## config.mk

```make
export PLATFORM = sky130hd
export DESIGN_NAME = ascst_top
export DESIGN_NICKNAME = d
export VERILOG_FILES = /design/src/shared/ascst_pkg.sv /design/src/shared/ascst_ev_if.sv /design/src/logic/ascst_flags.sv /design/src/logic/ascst_top.sv
export SDC_FILE = /design/constraint.sdc
export NUM_CORES = 1
export LEC_CHECK = 0
export BUFFER_PORTS_ARGS = -buffer_cell sky130_fd_sc_hd__clkbuf_2
export CORE_ASPECT_RATIO = 0.8
export CORE_UTILIZATION = 43
export DETAILED_ROUTE_END_ITERATION = 8
export PLACE_DENSITY = 0.81
export SLEW_MARGIN = 20
export SYNTH_ARGS = -nofsm -noshare
export SYNTH_HDL_FRONTEND = slang
export SYNTH_SLANG_ARGS = --single-unit
```

## constraint.sdc

```tcl
create_clock -name I_MCLK -period 1.7 [get_ports I_MCLK]
set_clock_uncertainty 0.05 [all_clocks]
set_input_delay 0.34 -clock I_MCLK [delete_from_list [all_inputs] [get_ports I_MCLK]]
set_output_delay 0.34 -clock I_MCLK [all_outputs]
set_load 0.1 [all_outputs]
```

## src/shared/ascst_pkg.sv

```systemverilog
// Package with register map, field positions and reset values of the serial status block
`default_nettype none
package ascst_pkg;
   // ---------------------------------------------------------------
   // Register map (byte addresses, printed offsets are word indices)
   // ---------------------------------------------------------------
   localparam logic [3:0] ASCST_IDX_STATUS  = 4'h5;  // channel1_serial_status
   localparam logic [3:0] ASCST_IDX_CONTROL = 4'h0;  // channel_control_a subset
   localparam logic [3:0] ASCST_IDX_RXDATA  = 4'h1;  // receive_data_register
   localparam logic [3:0] ASCST_IDX_TXDATA  = 4'h2;  // transmit_data_register
   localparam logic [3:0] ASCST_IDX_IRQST   = 4'h3;  // sticky event status
   localparam logic [3:0] ASCST_IDX_IRQMSK  = 4'h4;  // event mask
   localparam int ASCST_ADDR_W = 6;
   // ---------------------------------------------------------------
   // Status fields
   // ---------------------------------------------------------------
   localparam int ASCST_B_RDF  = 7;
   localparam int ASCST_B_OVR  = 6;
   localparam int ASCST_B_PAR  = 5;
   localparam int ASCST_B_FRM  = 4;
   localparam int ASCST_B_RIE  = 3;
   localparam int ASCST_B_SEL  = 2;
   localparam int ASCST_B_TDE  = 1;
   localparam int ASCST_B_TIE  = 0;
   // Control fields
   localparam int ASCST_B_EFC  = 3;  // error_flag_clear, acts when written 0
   localparam int ASCST_B_PEN  = 1;  // parity_select_bit
   // ---------------------------------------------------------------
   // Reset values
   // ---------------------------------------------------------------
   localparam logic [7:0] ASCST_RST_CTRL = 8'h08;
   localparam logic [7:0] ASCST_RST_ZERO = 8'h00;
   // Sticky event bits
   localparam int ASCST_E_RX  = 0;
   localparam int ASCST_E_TX  = 1;
   localparam int ASCST_E_CD  = 2;
   localparam int ASCST_EV_W  = 3;
endpackage : ascst_pkg
`default_nettype wire
```

## src/shared/ascst_ev_if.sv

```systemverilog
// Interface carrying receive and transmit events into the flag bank
`timescale 1ns/100ps
`default_nettype none
interface ascst_ev_if;
   logic       rx_load;     // Byte moved shifter to receive_data_register
   logic       rx_par_bad;
   logic       rx_stop_bad;
   logic       rx_shift_full;
   logic       rx_read;     // Software read of receive_data_register
   logic       tx_write;    // Software write of transmit_data_register
   logic       tx_move;     // Byte moved to transmit_shift_register
   logic       err_clear;   // error_flag_clear written 0
   logic       par_en;
   logic       cd_high;
   logic       halt;
   logic       gate_high;
   logic [7:0] flags;       // Bits 7..4 and 1 as stored
   modport src  (output rx_load, rx_par_bad, rx_stop_bad, rx_shift_full, rx_read,
                 tx_write, tx_move, err_clear, par_en, cd_high, halt, gate_high,
                 input flags);
   modport sink (input rx_load, rx_par_bad, rx_stop_bad, rx_shift_full, rx_read,
                 tx_write, tx_move, err_clear, par_en, cd_high, halt, gate_high,
                 output flags);
endinterface : ascst_ev_if
`default_nettype wire

```

## src/logic/ascst_flags.sv

```systemverilog
// Flag bank: receive-full, error and transmit-empty flags
`timescale 1ns/100ps
`default_nettype none
module ascst_flags (
   input  wire logic i_clk,
   input  wire logic i_resetn,
   ascst_ev_if.sink  ev
);
   import ascst_pkg::*;
   logic rdf_r, ovr_r, par_r, frm_r, tde_r;

   // Receive-full: load sets and wins over a read in the same cycle
   always_ff @(posedge i_clk or negedge i_resetn) begin
      if (!i_resetn) begin
         rdf_r <= 1'b0;
      end else if (ev.cd_high || ev.halt) begin
         rdf_r <= 1'b0;
      end else if (ev.rx_load) begin
         rdf_r <= 1'b1;
      end else if (ev.rx_read) begin
         rdf_r <= 1'b0;
      end
   end

   // Error flags: a set in the clearing cycle survives the clear
   always_ff @(posedge i_clk or negedge i_resetn) begin
      if (!i_resetn) begin
         ovr_r <= 1'b0;
         par_r <= 1'b0;
         frm_r <= 1'b0;
      end else if (ev.cd_high || ev.halt) begin
         ovr_r <= 1'b0;
         par_r <= 1'b0;
         frm_r <= 1'b0;
      end else begin
         ovr_r <= (rdf_r && ev.rx_shift_full) || (ovr_r && !ev.err_clear);
         par_r <= (ev.rx_load && ev.rx_par_bad && ev.par_en)
                  || (par_r && !ev.err_clear);
         frm_r <= (ev.rx_load && ev.rx_stop_bad)
                  || (frm_r && !ev.err_clear);
      end
   end

   // Transmit-empty: held low while the send gate is high, unless halt forces it high
   always_ff @(posedge i_clk or negedge i_resetn) begin
      if (!i_resetn) begin
         tde_r <= 1'b1;
      end else if (ev.halt) begin
         tde_r <= 1'b1;
      end else if (ev.gate_high) begin
         tde_r <= 1'b0;
      end else if (ev.tx_move) begin
         tde_r <= 1'b1;
      end else if (ev.tx_write) begin
         tde_r <= 1'b0;
      end
   end

   assign ev.flags = {rdf_r, ovr_r, par_r, frm_r, 2'b00, tde_r, 1'b0};
endmodule : ascst_flags
`default_nettype wire

```

## src/logic/ascst_top.sv

```systemverilog
// Status, interrupt and pin-select logic of serial channel 1 with a Wishbone slave
`timescale 1ns/100ps
`default_nettype none
// Functional notes
// Byte loaded into receive register sets full
// Errored bytes still load and set full
// Full clears on read, carrier, halt, reset
// Overrun when full and shifter fills
// Errors clear on zero write, carrier, halt
// Parity error only while parity enabled
// Framing error on zero stop bit
// Receive interrupt when enabled and flag set
// Carrier rising edge requests receive interrupt
// Select bit routes shared pin function
// Transmit write clears empty, move sets it
// Empty forced high in halt and reset
// Send gate high holds empty low
// Transmit interrupt while enabled and empty
// One combined level interrupt request
module ascst_top (
   input  wire logic                      I_MCLK,
   input  wire logic                      I_RESETN,
   input  wire logic                      I_WB_CYC,
   input  wire logic                      I_WB_STB,
   input  wire logic                      I_WB_WE,
   input  wire logic [3:0]                I_WB_SEL,
   input  wire logic [ascst_pkg::ASCST_ADDR_W-1:0] I_WB_ADR,
   input  wire logic [31:0]               I_WB_DAT,
   output logic      [31:0]               O_WB_DAT,
   output logic                           O_WB_ACK,
   input  wire logic                      I_SHARED_PIN,
   input  wire logic                      I_CARRIER_HIGH,
   input  wire logic                      I_IO_HALT,
   input  wire logic [7:0]                I_RX_BYTE,
   input  wire logic                      I_RX_LOAD,
   input  wire logic                      I_RX_PAR_BAD,
   input  wire logic                      I_RX_STOP_BAD,
   input  wire logic                      I_RX_SHIFT_FULL,
   input  wire logic                      I_TX_MOVE,
   output logic      [7:0]                O_TX_BYTE,
   output logic                           O_SEND_GATE,
   output logic                           O_CSIO_RX,
   output logic                           O_IRQ
);
   import ascst_pkg::*;

   // ---------------------------------------------------------------
   // Registers
   // ---------------------------------------------------------------
   logic [7:0]            ctrl_r;
   logic                  rie_r, sel_r, tie_r;
   logic [7:0]            rxd_r;
   logic [ASCST_EV_W-1:0] evst_r, evmsk_r;
   logic                  cd_d_r;
   logic                  rx_req_d_r, tx_req_d_r;
   logic                  wr_stb, rd_stb;
   logic [3:0]            idx;
   logic [7:0]            wbyte;
   logic [7:0]            stat;
   logic                  rx_req, tx_req, cd_rise;
   logic [31:0]           rdata;
   ascst_ev_if            ev ();

   // Word index from byte address; new access only while ack is low
   function automatic logic [3:0] word_idx(input logic [ASCST_ADDR_W-1:0] a);
      return a[ASCST_ADDR_W-1:2];
   endfunction : word_idx

   assign idx    = word_idx(I_WB_ADR);
   assign wr_stb = I_WB_CYC && I_WB_STB && I_WB_WE && !O_WB_ACK && I_WB_SEL[0];
   assign rd_stb = I_WB_CYC && I_WB_STB && !I_WB_WE && !O_WB_ACK;
   assign wbyte  = I_WB_DAT[7:0];

   // ---------------------------------------------------------------
   // Flag bank hookup
   // ---------------------------------------------------------------
   assign ev.rx_load       = I_RX_LOAD;
   assign ev.rx_par_bad    = I_RX_PAR_BAD;
   assign ev.rx_stop_bad   = I_RX_STOP_BAD;
   assign ev.rx_shift_full = I_RX_SHIFT_FULL;
   assign ev.rx_read       = rd_stb && (idx == ASCST_IDX_RXDATA);
   assign ev.tx_write      = wr_stb && (idx == ASCST_IDX_TXDATA);
   assign ev.tx_move       = I_TX_MOVE;
   // Clear acts on any write of 0 to the clear bit; ctrl_r keeps the written bit only for readback
   assign ev.err_clear     = wr_stb && (idx == ASCST_IDX_CONTROL) && !wbyte[ASCST_B_EFC];
   assign ev.par_en        = ctrl_r[ASCST_B_PEN];
   assign ev.cd_high       = I_CARRIER_HIGH;
   assign ev.halt          = I_IO_HALT;
   // Send gate only counts while the pin is routed to it
   assign ev.gate_high     = sel_r && I_SHARED_PIN;

   ascst_flags u_flags (
      .i_clk    (I_MCLK),
      .i_resetn (I_RESETN),
      .ev       (ev)
   );

   // Status byte as software reads it
   always_comb begin
      stat              = ev.flags;
      stat[ASCST_B_RIE] = rie_r;
      stat[ASCST_B_SEL] = sel_r;
      stat[ASCST_B_TIE] = tie_r;
   end

   // ---------------------------------------------------------------
   // Interrupt requests
   // ---------------------------------------------------------------
   assign cd_rise = I_CARRIER_HIGH && !cd_d_r;
   assign rx_req  = rie_r && (|stat[ASCST_B_RDF:ASCST_B_FRM]);
   assign tx_req  = tie_r && stat[ASCST_B_TDE];

   // Carrier edge detector history
   always_ff @(posedge I_MCLK or negedge I_RESETN) begin
      if (!I_RESETN) begin
         cd_d_r <= 1'b0;
      end else begin
         cd_d_r <= I_CARRIER_HIGH;
      end
   end

   // Request history for rising-edge event capture
   always_ff @(posedge I_MCLK or negedge I_RESETN) begin
      if (!I_RESETN) begin
         rx_req_d_r <= 1'b0;
         tx_req_d_r <= 1'b0;
      end else begin
         rx_req_d_r <= rx_req;
         tx_req_d_r <= tx_req;
      end
   end

   // Sticky events; a new event beats the read that clears them
   always_ff @(posedge I_MCLK or negedge I_RESETN) begin
      if (!I_RESETN) begin
         evst_r <= '0;
      end else begin
         evst_r <= (rd_stb && idx == ASCST_IDX_IRQST) ? '0 : evst_r;
         if (rx_req && !rx_req_d_r) begin
            evst_r[ASCST_E_RX] <= 1'b1;
         end
         if (tx_req && !tx_req_d_r) begin
            evst_r[ASCST_E_TX] <= 1'b1;
         end
         if (cd_rise && rie_r) begin
            evst_r[ASCST_E_CD] <= 1'b1;
         end
      end
   end

   // Level request: live conditions plus any sticky event enabled in the mask
   always_ff @(posedge I_MCLK or negedge I_RESETN) begin
      if (!I_RESETN) begin
         O_IRQ <= 1'b0;
      end else begin
         O_IRQ <= rx_req || tx_req || (|(evst_r & evmsk_r));
      end
   end

   // ---------------------------------------------------------------
   // Software-written registers
   // ---------------------------------------------------------------
   always_ff @(posedge I_MCLK or negedge I_RESETN) begin
      if (!I_RESETN) begin
         rie_r <= 1'b0;
         sel_r <= 1'b0;
         tie_r <= 1'b0;
      end else if (wr_stb && idx == ASCST_IDX_STATUS) begin
         rie_r <= wbyte[ASCST_B_RIE];
         sel_r <= wbyte[ASCST_B_SEL];
         tie_r <= wbyte[ASCST_B_TIE];
      end
   end

   // Control subset: parity select and the rest stored for readback
   always_ff @(posedge I_MCLK or negedge I_RESETN) begin
      if (!I_RESETN) begin
         ctrl_r <= ASCST_RST_CTRL;
      end else if (wr_stb && idx == ASCST_IDX_CONTROL) begin
         ctrl_r <= wbyte;
      end
   end

   // Mask register
   always_ff @(posedge I_MCLK or negedge I_RESETN) begin
      if (!I_RESETN) begin
         evmsk_r <= '0;
      end else if (wr_stb && idx == ASCST_IDX_IRQMSK) begin
         evmsk_r <= wbyte[ASCST_EV_W-1:0];
      end
   end

   // Receive data register loads on every arrival, errored or not
   always_ff @(posedge I_MCLK or negedge I_RESETN) begin
      if (!I_RESETN) begin
         rxd_r <= ASCST_RST_ZERO;
      end else if (I_RX_LOAD) begin
         rxd_r <= I_RX_BYTE;
      end
   end

   // Transmit data register
   always_ff @(posedge I_MCLK or negedge I_RESETN) begin
      if (!I_RESETN) begin
         O_TX_BYTE <= ASCST_RST_ZERO;
      end else if (ev.tx_write) begin
         O_TX_BYTE <= wbyte;
      end
   end

   // ---------------------------------------------------------------
   // Shared pin routing, registered so outputs come from flops
   // ---------------------------------------------------------------
   always_ff @(posedge I_MCLK or negedge I_RESETN) begin
      if (!I_RESETN) begin
         O_SEND_GATE <= 1'b0;
         O_CSIO_RX   <= 1'b1;
      end else begin
         O_SEND_GATE <= sel_r ? I_SHARED_PIN : 1'b0;
         O_CSIO_RX   <= sel_r ? 1'b1 : I_SHARED_PIN;
      end
   end

   // ---------------------------------------------------------------
   // Wishbone read mux and ack; unmapped reads return zero
   // ---------------------------------------------------------------
   always_comb begin
      rdata = '0;
      if (idx == ASCST_IDX_STATUS) begin
         rdata[7:0] = stat;
      end else if (idx == ASCST_IDX_CONTROL) begin
         rdata[7:0] = ctrl_r;
      end else if (idx == ASCST_IDX_RXDATA) begin
         rdata[7:0] = rxd_r;
      end else if (idx == ASCST_IDX_TXDATA) begin
         rdata[7:0] = O_TX_BYTE;
      end else if (idx == ASCST_IDX_IRQST) begin
         rdata[ASCST_EV_W-1:0] = evst_r;
      end else if (idx == ASCST_IDX_IRQMSK) begin
         rdata[ASCST_EV_W-1:0] = evmsk_r;
      end
   end

   // One-cycle ack, data registered with it
   always_ff @(posedge I_MCLK or negedge I_RESETN) begin
      if (!I_RESETN) begin
         O_WB_ACK <= 1'b0;
         O_WB_DAT <= '0;
      end else begin
         O_WB_ACK <= I_WB_CYC && I_WB_STB && !O_WB_ACK;
         O_WB_DAT <= rd_stb ? rdata : '0;
      end
   end
endmodule : ascst_top
`default_nettype wire

```

==> results.ini <==
[run_status]
outcome=finished, violations left
violations=setup timing

[power]
total_leakage_power_nw=1.64
powerDensity_nw_per_um2=972
ir_worst_vdd_mv=0.540
finalPower_mw=3.23

[setup_path]
start_kind=register
cp_max_fo=5
max_stage_delay_ns=0.48
critPathCaptureType=register
cp.arrival_ns=1.96
crit_slowest_cell=dfrtp_4
crit_chain=nand3b_1 > nor3_2 > and3_4 > buf_6 > mux2_4
rr_endpoint=O_TX_BYTE[1]$_DFFE_PN0P_
rr_startpoint=O_WB_ACK$_DFF_PN0_
reg2reg_slack_ns=-0.11
reg2regPathDepth=5
cp.required_ns=1.85
path_class=reg -> reg

[clocking]
worstSkewPairLatency_ns=0.30
clock-sinks=53
cts-root-buf=clkbuf_8
clock_path_buffers=2
cts_max_level=2
cts_tree=built
clkTransAtPathRegs_ns=0.09
cts_buffers=5

[floorplan]
start_util=0.455
fp.dieH_um=70.8
fp.dieW_um=88.0
num_rows=24
die_area_um2=6230
io_pins=107
coreArea_um2=5590

[synth]
synth_top_area_frac=0.492
ys_ff_latch=53
netlist_instances=231
yosysTopAreaCell=dfrtp_1
synthArstFlopShare=1.00
ys_types=39
synthesis.area_um2=2540
seq_area_frac_synth=0.523
yosysWarnings=0
synth-edff-count=0
synthTopCellsByArea=dfrtp_1 (49%), mux2_2 (11%), buf_4 (7.7%)
ys.flop_type=dfrtp_1
synth.avg_cell_area_um2=11.0

[global_routing]
use_met3=0.0362
grt_pass1_vias=1864
met1_usage=0.306
grt_pass1_wl_mm=9.45
grt_busiest_layer=met1
antenna_found_initial=0
use_met2=0.300
grt_max_degree=54
grt.overflow.total=0
grtUsageTotal=0.204

[placement]
gp_congestion=0.936
port_buffers=53
placed_area_um2=3040
dp_hpwl_mm=4.45
dp_cells=378

[timing]
setup_violations=20
fmax_ghz=0.552
relSlewSlack=0.636
final-hold-violation-count=0
fin_crit_sh=1.07
slew_viol_final=0
period_minus_slack_ns=1.81
rsz0062_at_grt=yes
worstMarginPinSlew_ns=0.548
final.setup.tns_ns=-1.68
finalWorstSetupSlack_ns=-0.111

[final_layout]
utilization=0.595
drive_above_1_share=0.476
n_antenna_cell=0
layout.nets=373
area_growth_pct=30.7
layout.cells.non_filler=389
post-route-cell-area_um2=3330

[route]
firstDrtPassIters=4
ant_nets=0
wire_per_inst_um=15.3
wl_mm=5.97
drc=0
drt_iter0_markers=270
num_vias=1966
viasPerCell=5.05

[min_path]
min_to=cd_d_r$_DFF_PN0_
min-delay-start=I_CARRIER_HIGH
hold_depth=1
hp-class=in -> reg

[job]
drv_cap=0

-- cell type report --
cell class | count | area [um^2]
tap | 78 | 97.6
clock buffer | 5 | 68.8
fill | 498 | 2260
multi-input combinational | 161 | 1200
inverter | 7 | 26.3
sequential | 53 | 1340
timing repair buffer | 82 | 532
clock inverter | 3 | 68.8
-- how the worst max path moves through the flow --
stage,end,slack [ns],depth (start not counted),start
after floorplan,u_flags.frm_r$_DFF_PN0_,-0.28,5,O_WB_ACK$_DFF_PN0_
after global placement,O_WB_DAT[0]$_DFF_PN0_,-0.13,5,I_WB_ADR[3]
after detailed placement,u_flags.frm_r$_DFF_PN0_,-0.18,5,O_WB_ACK$_DFF_PN0_
after CTS,ctrl_r[1]$_DFFE_PN0P_,-0.1,6,O_WB_ACK$_DFF_PN0_
after global routing,u_flags.frm_r$_DFF_PN0_,-0.18,5,O_WB_ACK$_DFF_PN0_
final,O_TX_BYTE[1]$_DFFE_PN0P_,-0.11,5,O_WB_ACK$_DFF_PN0_
-- cells in the final DEF, fill, tap and decap left out, types with 6 or more instances in the layout --
cell type  netlist  routed
nand2_1         32      23
buf_4           26      22
inv_1            7       7
a22oi_1          6       6
o21ai_0          9       8
clkbuf_2         0      52
dfrtp_1         50      47
conb_1           1      24
mux2_2          25       8
nor2_1          10       9
mux2_4           0      17
-- what timing repair did --
| item | CTS | global route |
|---|---|---|
| hold buffers | 1 | 0 |
| buffers inserted | 2 | 0 |
| gates resized for setup | 16 | 13 |
| endpoints found under the hold margin | 50 | 0 |
| endpoints found under the setup margin | 23 | 32 |
| pin swaps | 13 | 3 |
-- synth_stat cells (all sizes together) (2+ instances only) --
cell type	instances
dfrtp	50
buf	32
nand2	32
mux2	25
nor2	10
o21ai	10
inv	7
a22oi	6
nand3b	5
o211ai	5
a21oi	4
a221oi	4
mux2i	4
nor3	4
dfstp	3
o22ai	3
or2	3
a211o	2
and3	2
nand2b	2
nand3	2
nand4	2
o2bb2ai	2
-- through the flow --
| stage | hold slack [ns] | worst slack [ns] |
|---|---|---|
| 2_1_floorplan | -0.00559 | -0.282 |
| 3_3_place_gp | 0.302 | -0.128 |
| 3_5_place_dp | 0.308 | -0.183 |
| 4_1_cts | 0.126 | -0.0989 |
| 5_1_grt | 0.125 | -0.177 |
| 6_report | 0.133 | -0.111 |
-- logic make-up (layout without fill, tap and decap cells) --
group | Yosys count | count (layout) | synth area share
other | 1 | 24 | 0.00147
buffers and inverters | 40 | 97 | 0.102
muxes | 29 | 29 | 0.126
and+or+nand+nor | 68 | 68 | 0.137
DFF | 53 | 53 | 0.523
AOI/OAI and AO/OA | 40 | 40 | 0.111
-- state kept, by name, summed over array words and instances, names as in the netlist, 3 cells and up --
signal	count
O_WB_DAT	8
rxd_r	8
O_TX_BYTE	8
ctrl_r	8
evmsk_r	3
evst_r	3
-- critical path, delay by kind of cell (launching register included) --
kind | cells | cell delay (ns)
buf+inv | 1 | 0.14
flops | 1 | 0.48
mux | 1 | 0.30
simple gates | 3 | 0.73
-- power breakdown --
group / switching [mW] / internal (mW) / total [mW]
Sequential: 0.0770 / 1.36 / 1.43
Combinational: 0.586 / 0.198 / 0.784
Clock: 0.422 / 0.593 / 1.01
Total: 1.09 / 2.15 / 3.23
-- layer usage --
metal  up-vias  part of all wire
met5         -                 0
met1       953              0.47
li1        921                 -
met3         6             0.062
met2        86              0.46
met4         0             0.011
Note: power is estimated with default switching activity, not from simulation.
